$ cat src/core/supervision_pkg.sv
// Purpose: Shared constants and types for the supervision timer and the
//          system-reset generator.
// Assumes: Single 40 MHz clock, all delays counted in whole milliseconds.
// Notes:   Code tables are doubling series, decoded in the main module.

package supervision_pkg;

  ////////////////////////////////////////////////////////////////////////////
  // Clock and millisecond tick
  localparam int CLK_HZ          = 40000000;  // mclk rate
  localparam int MS_PER_S        = 1000;
  localparam int MS_TICK_CYCLES  = CLK_HZ / MS_PER_S;  // 40000 cycles per ms
  localparam int DIV_WIDTH       = 16;

  ////////////////////////////////////////////////////////////////////////////
  // Millisecond counter widths and limits
  localparam int MS_WIDTH        = 21;       // Holds 1638400 ms
  localparam int PERIOD_WIDTH    = 15;       // Holds 32256 ms
  localparam logic [PERIOD_WIDTH-1:0] PERIOD_MIN_MS = 15'h0001;  // 0.001 s
  localparam logic [PERIOD_WIDTH-1:0] PERIOD_MAX_MS = 15'h7E00;  // 32.256 s

  ////////////////////////////////////////////////////////////////////////////
  // Initial wait codes: 0 ms, then 100 ms doubling up to 1638 s
  localparam int INIT_CODE_WIDTH = 4;
  localparam logic [MS_WIDTH-1:0] INIT_WAIT_BASE_MS = 21'h000064;  // 100 ms

  ////////////////////////////////////////////////////////////////////////////
  // System-reset delay codes: 0 ms, then 1 ms doubling up to 32.8 s
  localparam int RST_CODE_WIDTH  = 5;
  localparam logic [RST_CODE_WIDTH-1:0] RST_CODE_MAX = 5'h10;  // 17 codes
  localparam logic [MS_WIDTH-1:0] RST_DELAY_BASE_MS = 21'h000001;  // 1 ms

  ////////////////////////////////////////////////////////////////////////////
  // State encodings
  typedef enum logic [1:0] {
    WD_IDLE    = 2'b00,
    WD_START   = 2'b01,
    WD_RUN     = 2'b10,
    WD_EXPIRED = 2'b11
  } wd_state_type;

  typedef enum logic [2:0] {
    RS_HOLD      = 3'b000,
    RS_ON_DELAY  = 3'b001,
    RS_PULSE     = 3'b010,
    RS_RUN       = 3'b011,
    RS_OFF_DELAY = 3'b100,
    RS_TRACK     = 3'b101,
    RS_WD_HOLD   = 3'b110
  } rs_state_type;

endpackage

$ cat src/core/ms_countdown.sv
// Purpose: Millisecond down-counter, loaded with a count and decremented
//          on each millisecond tick until it reaches zero.
// Assumes: tick is a one-cycle enable from the shared divider.
// Notes:   done is high whenever the count stands at zero.

`timescale 1ns/10ps
`default_nettype none

module ms_countdown #(
  parameter int WIDTH = 21
) (
  // Clock and reset
  input  wire logic             mclk,
  input  wire logic             rst_n,
  // Control
  input  wire logic             tick,
  input  wire logic             load,
  input  wire logic [WIDTH-1:0] load_value,
  // Status
  output logic                  done
);

  typedef struct packed {
    logic [WIDTH-1:0] count;
  } cnt_state_type;

  cnt_state_type state_reg;
  cnt_state_type state_next;

  ////////////////////////////////////////////////////////////////////////////
  // Load wins over a tick in the same cycle
  always_comb begin
    state_next = state_reg;
    if (load) begin
      state_next.count = load_value;
    end else if (tick && (state_reg.count != '0)) begin
      state_next.count = state_reg.count - 1'b1;
    end
  end

  // Register the state
  always_ff @(posedge mclk or negedge rst_n) begin
    if (!rst_n) begin
      state_reg <= '0;
    end else begin
      state_reg <= state_next;
    end
  end

  assign done = (state_reg.count == '0);

endmodule // ms_countdown

`default_nettype wire

$ cat src/core/supervision_reset.sv
// Purpose: Supervision timer with kick input, expiry output and a
//          system-reset generator gated by rail power-good.
// Assumes: Config and rail status are steady levels on mclk; kick_cmd is
//          a one-cycle strobe from the I2C command decoder.
// Notes:   Delays resolve to whole ms; first tick may come up to 1 ms early.

`timescale 1ns/10ps
`default_nettype none

module supervision_reset #(
  parameter int MS_TICK_CYCLES = supervision_pkg::MS_TICK_CYCLES
) (
  // Clock and reset
  input  wire logic       mclk,
  input  wire logic       rst_n,
  // Kick sources
  input  wire logic       timer_kick_input,
  input  wire logic       kick_active_high,
  input  wire logic       kick_pin_enable,
  input  wire logic       kick_cmd,
  // Supervision timer configuration
  input  wire logic       timer_enable,
  input  wire logic       timer_coupled,
  input  wire logic [3:0] initial_wait_code,
  input  wire logic [14:0] timeout_ms,
  input  wire logic       expiry_to_reset,
  input  wire logic       expiry_pin_enable,
  // System-reset configuration
  input  wire logic [4:0] reset_delay_code,
  input  wire logic       reset_pulse_mode,
  input  wire logic [14:0] pulse_width_ms,
  input  wire logic       tracking_release,
  // Rail status
  input  wire logic       rails_pg_on,
  input  wire logic       rails_pg_off,
  // Outputs
  output logic            timer_expiry_output,
  output logic            system_reset_out,
  output logic            timer_running,
  output logic            timer_expired
);

  typedef struct packed {
    supervision_pkg::wd_state_type wd_state;
    supervision_pkg::rs_state_type rs_state;
    logic [supervision_pkg::DIV_WIDTH-1:0] div;
    logic [2:0] kick_sync;
    logic       sys_reset;
    logic       expiry;
  } top_state_type;

  top_state_type state_reg;
  top_state_type state_next;

  logic                                 ms_tick;
  logic                                 kick_edge;
  logic                                 kick_level;
  logic                                 kick_event;
  logic                                 wd_allowed;
  logic                                 wd_load;
  logic [supervision_pkg::MS_WIDTH-1:0] wd_value;
  logic                                 wd_done;
  logic                                 rs_load;
  logic [supervision_pkg::MS_WIDTH-1:0] rs_value;
  logic                                 rs_done;
  logic [supervision_pkg::MS_WIDTH-1:0] init_ms;
  logic [supervision_pkg::MS_WIDTH-1:0] delay_ms;
  logic [supervision_pkg::MS_WIDTH-1:0] period_ms;
  logic [supervision_pkg::MS_WIDTH-1:0] width_ms;

  localparam logic [supervision_pkg::DIV_WIDTH-1:0] DIV_LAST =
    supervision_pkg::DIV_WIDTH'(MS_TICK_CYCLES - 1);

  ////////////////////////////////////////////////////////////////////////////
  // Clamp a programmed period into 1 ms .. 32.256 s
  function automatic logic [supervision_pkg::MS_WIDTH-1:0] clamp_period(
    input logic [supervision_pkg::PERIOD_WIDTH-1:0] raw
  );
    logic [supervision_pkg::PERIOD_WIDTH-1:0] v;
    v = raw;
    if (raw < supervision_pkg::PERIOD_MIN_MS) begin
      v = supervision_pkg::PERIOD_MIN_MS;
    end else if (raw > supervision_pkg::PERIOD_MAX_MS) begin
      v = supervision_pkg::PERIOD_MAX_MS;
    end
    return {6'h00, v};
  endfunction

  // Doubling code tables; code zero means no wait at all
  always_comb begin
    init_ms = '0;
    if (initial_wait_code != 4'h0) begin
      init_ms = supervision_pkg::INIT_WAIT_BASE_MS <<
                (initial_wait_code - 4'h1);
    end
    delay_ms = '0;
    if (reset_delay_code > supervision_pkg::RST_CODE_MAX) begin
      delay_ms = supervision_pkg::RST_DELAY_BASE_MS <<
                 (supervision_pkg::RST_CODE_MAX - 5'h01);
    end else if (reset_delay_code != 5'h00) begin
      delay_ms = supervision_pkg::RST_DELAY_BASE_MS <<
                 (reset_delay_code - 5'h01);
    end
    period_ms = clamp_period(timeout_ms);
    width_ms  = clamp_period(pulse_width_ms);
  end

  ////////////////////////////////////////////////////////////////////////////
  // Kick detection: sync stage 0 is read only by stage 1
  assign kick_edge  = state_reg.kick_sync[2] ^ state_reg.kick_sync[1];
  assign kick_level = state_reg.kick_sync[1] ~^ kick_active_high;
  // Pin is optional; the command alone also restarts timing
  assign kick_event = (kick_pin_enable && kick_edge) || kick_cmd;
  assign ms_tick    = (state_reg.div == DIV_LAST);

  // Coupled timer only supervises while the processor is out of reset
  assign wd_allowed = timer_enable &&
    (!timer_coupled || (state_reg.rs_state == supervision_pkg::RS_RUN));

  ////////////////////////////////////////////////////////////////////////////
  // Next-state logic for divider, timer and reset generator
  always_comb begin
    state_next = state_reg;
    wd_load    = 1'b0;
    wd_value   = period_ms;
    rs_load    = 1'b0;
    rs_value   = delay_ms;

    // Free-running millisecond divider
    state_next.div = ms_tick ? '0 : state_reg.div + 1'b1;
    state_next.kick_sync = {state_reg.kick_sync[1:0], timer_kick_input};

    // Supervision timer
    case (state_reg.wd_state)
      supervision_pkg::WD_IDLE: begin
        if (wd_allowed) begin
          wd_load = 1'b1;
          if (init_ms == '0) begin
            state_next.wd_state = supervision_pkg::WD_RUN;
          end else begin
            wd_value = init_ms;
            state_next.wd_state = supervision_pkg::WD_START;
          end
        end
      end
      supervision_pkg::WD_START: begin
        if (!wd_allowed) begin
          state_next.wd_state = supervision_pkg::WD_IDLE;
        end else if (kick_event) begin
          wd_load = 1'b1;
          state_next.wd_state = supervision_pkg::WD_RUN;
        end else if (wd_done) begin
          // Wait over; the first full timeout begins now, unless a kick above began it sooner
          wd_load = 1'b1;
          state_next.wd_state = supervision_pkg::WD_RUN;
        end
      end
      supervision_pkg::WD_RUN: begin
        if (!wd_allowed) begin
          state_next.wd_state = supervision_pkg::WD_IDLE;
        end else if (kick_event) begin
          wd_load = 1'b1;
        end else if (wd_done) begin
          state_next.wd_state = supervision_pkg::WD_EXPIRED;
        end
      end
      supervision_pkg::WD_EXPIRED: begin
        // Stays stopped; only a kick or loss of permission leaves
        if (!wd_allowed) begin
          state_next.wd_state = supervision_pkg::WD_IDLE;
        end else if (kick_event) begin
          wd_load = 1'b1;
          state_next.wd_state = supervision_pkg::WD_RUN;
        end
      end
      default: begin
        state_next.wd_state = supervision_pkg::WD_IDLE;
      end
    endcase

    // Expiry pin is distinct from reset and optional
    state_next.expiry = expiry_pin_enable && !expiry_to_reset &&
      (state_next.wd_state == supervision_pkg::WD_EXPIRED);

    // System-reset generator
    case (state_reg.rs_state)
      supervision_pkg::RS_HOLD: begin
        if (rails_pg_on) begin
          rs_load = 1'b1;
          state_next.rs_state = supervision_pkg::RS_ON_DELAY;
        end
      end
      supervision_pkg::RS_ON_DELAY: begin
        if (!rails_pg_on) begin
          state_next.rs_state = supervision_pkg::RS_HOLD;
        end else if (rs_done && reset_pulse_mode) begin
          rs_load  = 1'b1;
          rs_value = width_ms;
          state_next.rs_state = supervision_pkg::RS_PULSE;
        end else if (rs_done) begin
          state_next.rs_state = supervision_pkg::RS_RUN;
        end
      end
      supervision_pkg::RS_PULSE: begin
        if (rs_done) begin
          state_next.rs_state = supervision_pkg::RS_RUN;
        end
      end
      supervision_pkg::RS_RUN: begin
        if (rails_pg_off && reset_pulse_mode) begin
          state_next.rs_state = supervision_pkg::RS_HOLD;
        end else if (rails_pg_off) begin
          rs_load = 1'b1;
          state_next.rs_state = supervision_pkg::RS_OFF_DELAY;
        end else if (expiry_to_reset && wd_allowed &&
                     (state_reg.wd_state != supervision_pkg::WD_EXPIRED) &&
                     (state_next.wd_state ==
                      supervision_pkg::WD_EXPIRED)) begin
          rs_load = !tracking_release;
          state_next.rs_state = tracking_release ?
            supervision_pkg::RS_TRACK : supervision_pkg::RS_WD_HOLD;
        end
      end
      supervision_pkg::RS_OFF_DELAY: begin
        if (rs_done) begin
          state_next.rs_state = supervision_pkg::RS_HOLD;
        end
      end
      supervision_pkg::RS_TRACK: begin
        // Release timing starts once the tracked input goes active
        if (kick_level) begin
          rs_load = 1'b1;
          state_next.rs_state = supervision_pkg::RS_WD_HOLD;
        end
      end
      supervision_pkg::RS_WD_HOLD: begin
        if (rs_done) begin
          state_next.rs_state = supervision_pkg::RS_RUN;
        end
      end
      default: begin
        state_next.rs_state = supervision_pkg::RS_HOLD;
      end
    endcase

    // Level mode holds reset outside RUN and RS_OFF_DELAY; pulse mode only while pulsing or in a watchdog hold
    case (state_next.rs_state)
      supervision_pkg::RS_HOLD,
      supervision_pkg::RS_ON_DELAY: begin
        state_next.sys_reset = !reset_pulse_mode;
      end
      supervision_pkg::RS_PULSE,
      supervision_pkg::RS_TRACK,
      supervision_pkg::RS_WD_HOLD: begin
        state_next.sys_reset = 1'b1;
      end
      default: begin
        state_next.sys_reset = 1'b0;
      end
    endcase
  end

  ////////////////////////////////////////////////////////////////////////////
  // State register; reset asserted and timer idle after device reset
  always_ff @(posedge mclk or negedge rst_n) begin
    if (!rst_n) begin
      state_reg           <= '0;
      state_reg.sys_reset <= 1'b1;
    end else begin
      state_reg <= state_next;
    end
  end

  ////////////////////////////////////////////////////////////////////////////
  // Two counters share the tick: one per independent timing path
  ms_countdown #(
    .WIDTH      (supervision_pkg::MS_WIDTH)
  ) u_wd_count (
    .mclk       (mclk),
    .rst_n      (rst_n),
    .tick       (ms_tick),
    .load       (wd_load),
    .load_value (wd_value),
    .done       (wd_done)
  );

  ms_countdown #(
    .WIDTH      (supervision_pkg::MS_WIDTH)
  ) u_rs_count (
    .mclk       (mclk),
    .rst_n      (rst_n),
    .tick       (ms_tick),
    .load       (rs_load),
    .load_value (rs_value),
    .done       (rs_done)
  );

  ////////////////////////////////////////////////////////////////////////////
  // Reset and expiry pin straight from flops; timer status decoded from wd_state
  assign timer_expiry_output = state_reg.expiry;
  assign system_reset_out    = state_reg.sys_reset;
  assign timer_running =
    (state_reg.wd_state == supervision_pkg::WD_START) ||
    (state_reg.wd_state == supervision_pkg::WD_RUN);
  assign timer_expired =
    (state_reg.wd_state == supervision_pkg::WD_EXPIRED);

endmodule // supervision_reset

`default_nettype wire

$ cat config.mk
export PLATFORM = sky130hd
export DESIGN_NAME = supervision_reset
export DESIGN_NICKNAME = d
export VERILOG_FILES = /design/src/core/supervision_pkg.sv /design/src/core/ms_countdown.sv /design/src/core/supervision_reset.sv
export SDC_FILE = /design/constraint.sdc
export NUM_CORES = 1
export LEC_CHECK = 0
export BUFFER_PORTS_ARGS = -buffer_cell sky130_fd_sc_hd__buf_2
export CAP_MARGIN = 0
export CORE_UTILIZATION = 40
export CTS_BUF_LIST = sky130_fd_sc_hd__clkbuf_4 sky130_fd_sc_hd__clkbuf_8 sky130_fd_sc_hd__clkbuf_16
export DETAILED_ROUTE_END_ITERATION = 10
export SLEW_MARGIN = 25
export SYNTH_ARGS = -nofsm -noshare
export SYNTH_HDL_FRONTEND = slang
export SYNTH_HIERARCHICAL = 1
export SYNTH_SLANG_ARGS = --single-unit
$ cat constraint.sdc
create_clock -name mclk -period 4.2 [get_ports mclk]
set_clock_uncertainty 0.05 [all_clocks]
set_input_delay 0 -clock mclk [delete_from_list [all_inputs] [get_ports mclk]]
set_output_delay 0 -clock mclk [all_outputs]
set_load 0.05 [all_outputs]
==> impl_metrics.tcl <==
set metrics [dict create \
    status "completed" \
    cts_setup_buffers 0 \
    synth_edf_count 0 \
    cp-end-kind "flop" \
    worst_setup_path_start_kind "flop" \
    drc 0 \
    drtIter0Drc 330 \
    fin_crit_sh 0.884 \
    path_buf_inv 2 \
    ant_nets 0 \
    wire_per_inst_um 15.2 \
    synth_cells 589 \
    first_pass_iters 6 \
    relSlewSlack 0.392 \
    start_util 0.409 \
    grt-ovfl-total 0 \
    setup_viol 0 \
    irDropWorstVdd_uv 370 \
    detailroute.via_count 4747 \
    hold_path_class "input pin to flop" \
    crit_path_top_delay_cell "or4_2" \
    power.density_nw_per_um2 484 \
    insertion_delay_ps 330 \
    fp-row-count 41 \
    io_pins 57 \
    cp_max_fo 36 \
    slew_violations 0 \
    first_global_vias 4614 \
    ys_warn_count 6 \
    met1_usage 0.283 \
    cap_violations 0 \
    num-nets-final 727 \
    path_clk_slew_ps 60 \
    clockRootBuffer "clkbuf_16" \
    synth_ff_type "dfrtp_1" \
    htreeDepth 3 \
    cpPeakStageDelay_ps 660 \
    syn_area_um2 5160 \
    die-area_um2 13400 \
    die_x_um 116 \
    detail_route.vias_per_cell 5.69 \
    syn_avg_cell_area_um2 8.76 \
    cts_tree "built" \
    synthToLayoutAreaGrowth_pct 16.9 \
    clock-sinks 68 \
    cts_made_buffers 9 \
    cp.required_ps 4410 \
    crit_type "flop to flop" \
    num_antenna_cells 0 \
    synth_seq_cells 68 \
    met2_usage 0.326 \
    port_buffers 56 \
    drive_gt1_frac 0.184 \
    p_leak_uw 0.00248 \
    antenna_found_initial 0 \
    busiest_layer "met2" \
    synth_cell_types 80 \
    crit_family "simple AND/OR/NAND/NOR gates" \
    die_h_um 116 \
    synth_seq_area_share 0.330 \
    min_period_ps 3710 \
    fin_util 0.478 \
    setup_tns_ps 0 \
    fmax_mhz 269 \
    final_common_cell "nand2_1" \
    grt_start_max_net_pins 38 \
    cts_resized 0 \
    hold_ws_ps 6.41 \
    design.core.area_um2 12600 \
    layout_common_cells "72 x nand2_1, 67 x dfrtp_1, 56 x buf_2" \
    rsz0062_at_grt "false" \
    power_uw 2920 \
    hold_viol 0 \
    worst_pin_slew_ps 906 \
    grtUsageTotal 0.204 \
    grt_pass1_wl_um 22000 \
    path_cells "or4_4 > or2_0 > nor4_1 > buf_4 > nor2_1 > a221o_1 > o211a_1 > nand3_1 > o41ai_2 > buf_4 > or4_2 > nand3_1" \
    ys_async_sr_fraction 1.00 \
    arrival_ps 3920 \
    hpwl_um 9380 \
    clock_path_buffers 2 \
    gp_congestion 0.937 \
    largest_reg_flops 22 \
    drt-total-wl_um 12600 \
    use_met3 0.0356 \
]
[per-stage QoR]
stage          setup WS (ps)  std cells  instance area [µm²]
2_1_floorplan            534        593                 5170
3_3_place_gp             537        809                 5620
3_5_place_dp             522        809                 5620
4_1_cts                  483        834                 6030
5_1_grt                  307        834                 6030
6_report                 487        834                 6030
[synthesized netlist by cell type (4+ instances only)]
| library cell | count | area, µm² |
|---|---|---|
| xor2_1 | 28 | 245 |
| clkbuf_1 | 10 | 37.5 |
| nor4_1 | 11 | 68.8 |
| and2_1 | 6 | 37.5 |
| nor2_1 | 39 | 146 |
| nor2b_1 | 9 | 56.3 |
| inv_1 | 21 | 78.8 |
| nand4_1 | 16 | 100 |
| and3_1 | 5 | 31.3 |
| dfrtp_1 | 67 | 1680 |
| ha_1 | 17 | 213 |
| nor4_2 | 6 | 75.1 |
| nand2b_1 | 7 | 43.8 |
| nor3b_1 | 4 | 30.0 |
| a211oi_1 | 7 | 52.6 |
| mux2i_1 | 4 | 40.0 |
| nor3_1 | 21 | 105 |
| xnor2_1 | 21 | 184 |
| a22o_1 | 10 | 87.6 |
| or4_1 | 5 | 37.5 |
| nand2_1 | 72 | 270 |
| nand4b_1 | 5 | 43.8 |
| a31oi_1 | 8 | 50.1 |
| a21oi_1 | 18 | 90.1 |
| nand3_1 | 26 | 130 |
| o311ai_0 | 4 | 35.0 |
| o211ai_1 | 10 | 75.1 |
| o21ai_0 | 43 | 215 |
[power by group]
group / leakage (µW) / switching [µW] / internal, µW / total [µW]
clock: 0.000156 / 307 / 523 / 830
sequential: 0.000875 / 209 / 804 / 1010
combinational: 0.00145 / 651 / 422 / 1070
total: 0.00248 / 1170 / 1750 / 2920
[worst paths after layout]
check | start | endpoint | slack (ps) | cells after the start
worst max-delay path | u_wd_count/state_reg[9] | u_rs_count/state_reg[9] | 490 | 12
worst min-delay path | pulse_width_ms[2] | u_rs_count/state_reg[2] | 6 | 4
worst max register to register | u_wd_count/state_reg[9] | u_rs_count/state_reg[9] | 490 | 12
worst min register to register | state_next[3] | state_next[4] | 310 | 0
max in group asynchronous | rst_n | system_reset_out | 2910 | 3
min in group asynchronous | rst_n | state_reg[20] | 200 | 2
[worst min-delay path: cells and delay by family]
family,cells,cell delay [ps]
AND/OR/NAND/NOR,1,60
buffers and inverters,1,90
AO/OA/AOI/OAI,2,200
[per-layer routing]
layer | vias up | share of wire
met5 | - | 0
met4 | 0 | 0.016
met3 | 25 | 0.044
met2 | 139 | 0.46
met1 | 2273 | 0.48
li1 | 2310 | -
[kinds of logic after synthesis]
| kind of cell | count (synthesis) | share of synthesized area |
|---|---|---|
| flip-flops | 68 | 0.330 |
| AND/OR/NAND/NOR | 270 | 0.307 |
| AO/OA/AOI/OAI | 135 | 0.184 |
| other | 1 | 0.000727 |
| XOR/XNOR | 49 | 0.0832 |
| multiplexers | 6 | 0.0121 |
| adder cells (fa/ha/maj) | 17 | 0.0412 |
| buffers and inverters | 43 | 0.0412 |
[final cells by class]
type | count | area (µm²)
clock buffer | 9 | 225
clock inverter | 7 | 98.8
fill | 1221 | 6590
inverter | 23 | 86.3
multi-input combinational | 482 | 3270
sequential | 68 | 1700
tap | 172 | 215
timing repair buffer | 73 | 430
[what timing repair did]
item                                    in CTS  in global routing
hold endpoints to repair                    39                  0
endpoints found under the setup margin       0                  0
hold buffers                                 9                  0
No activity file was read; power rests on OpenSTA's default activity.
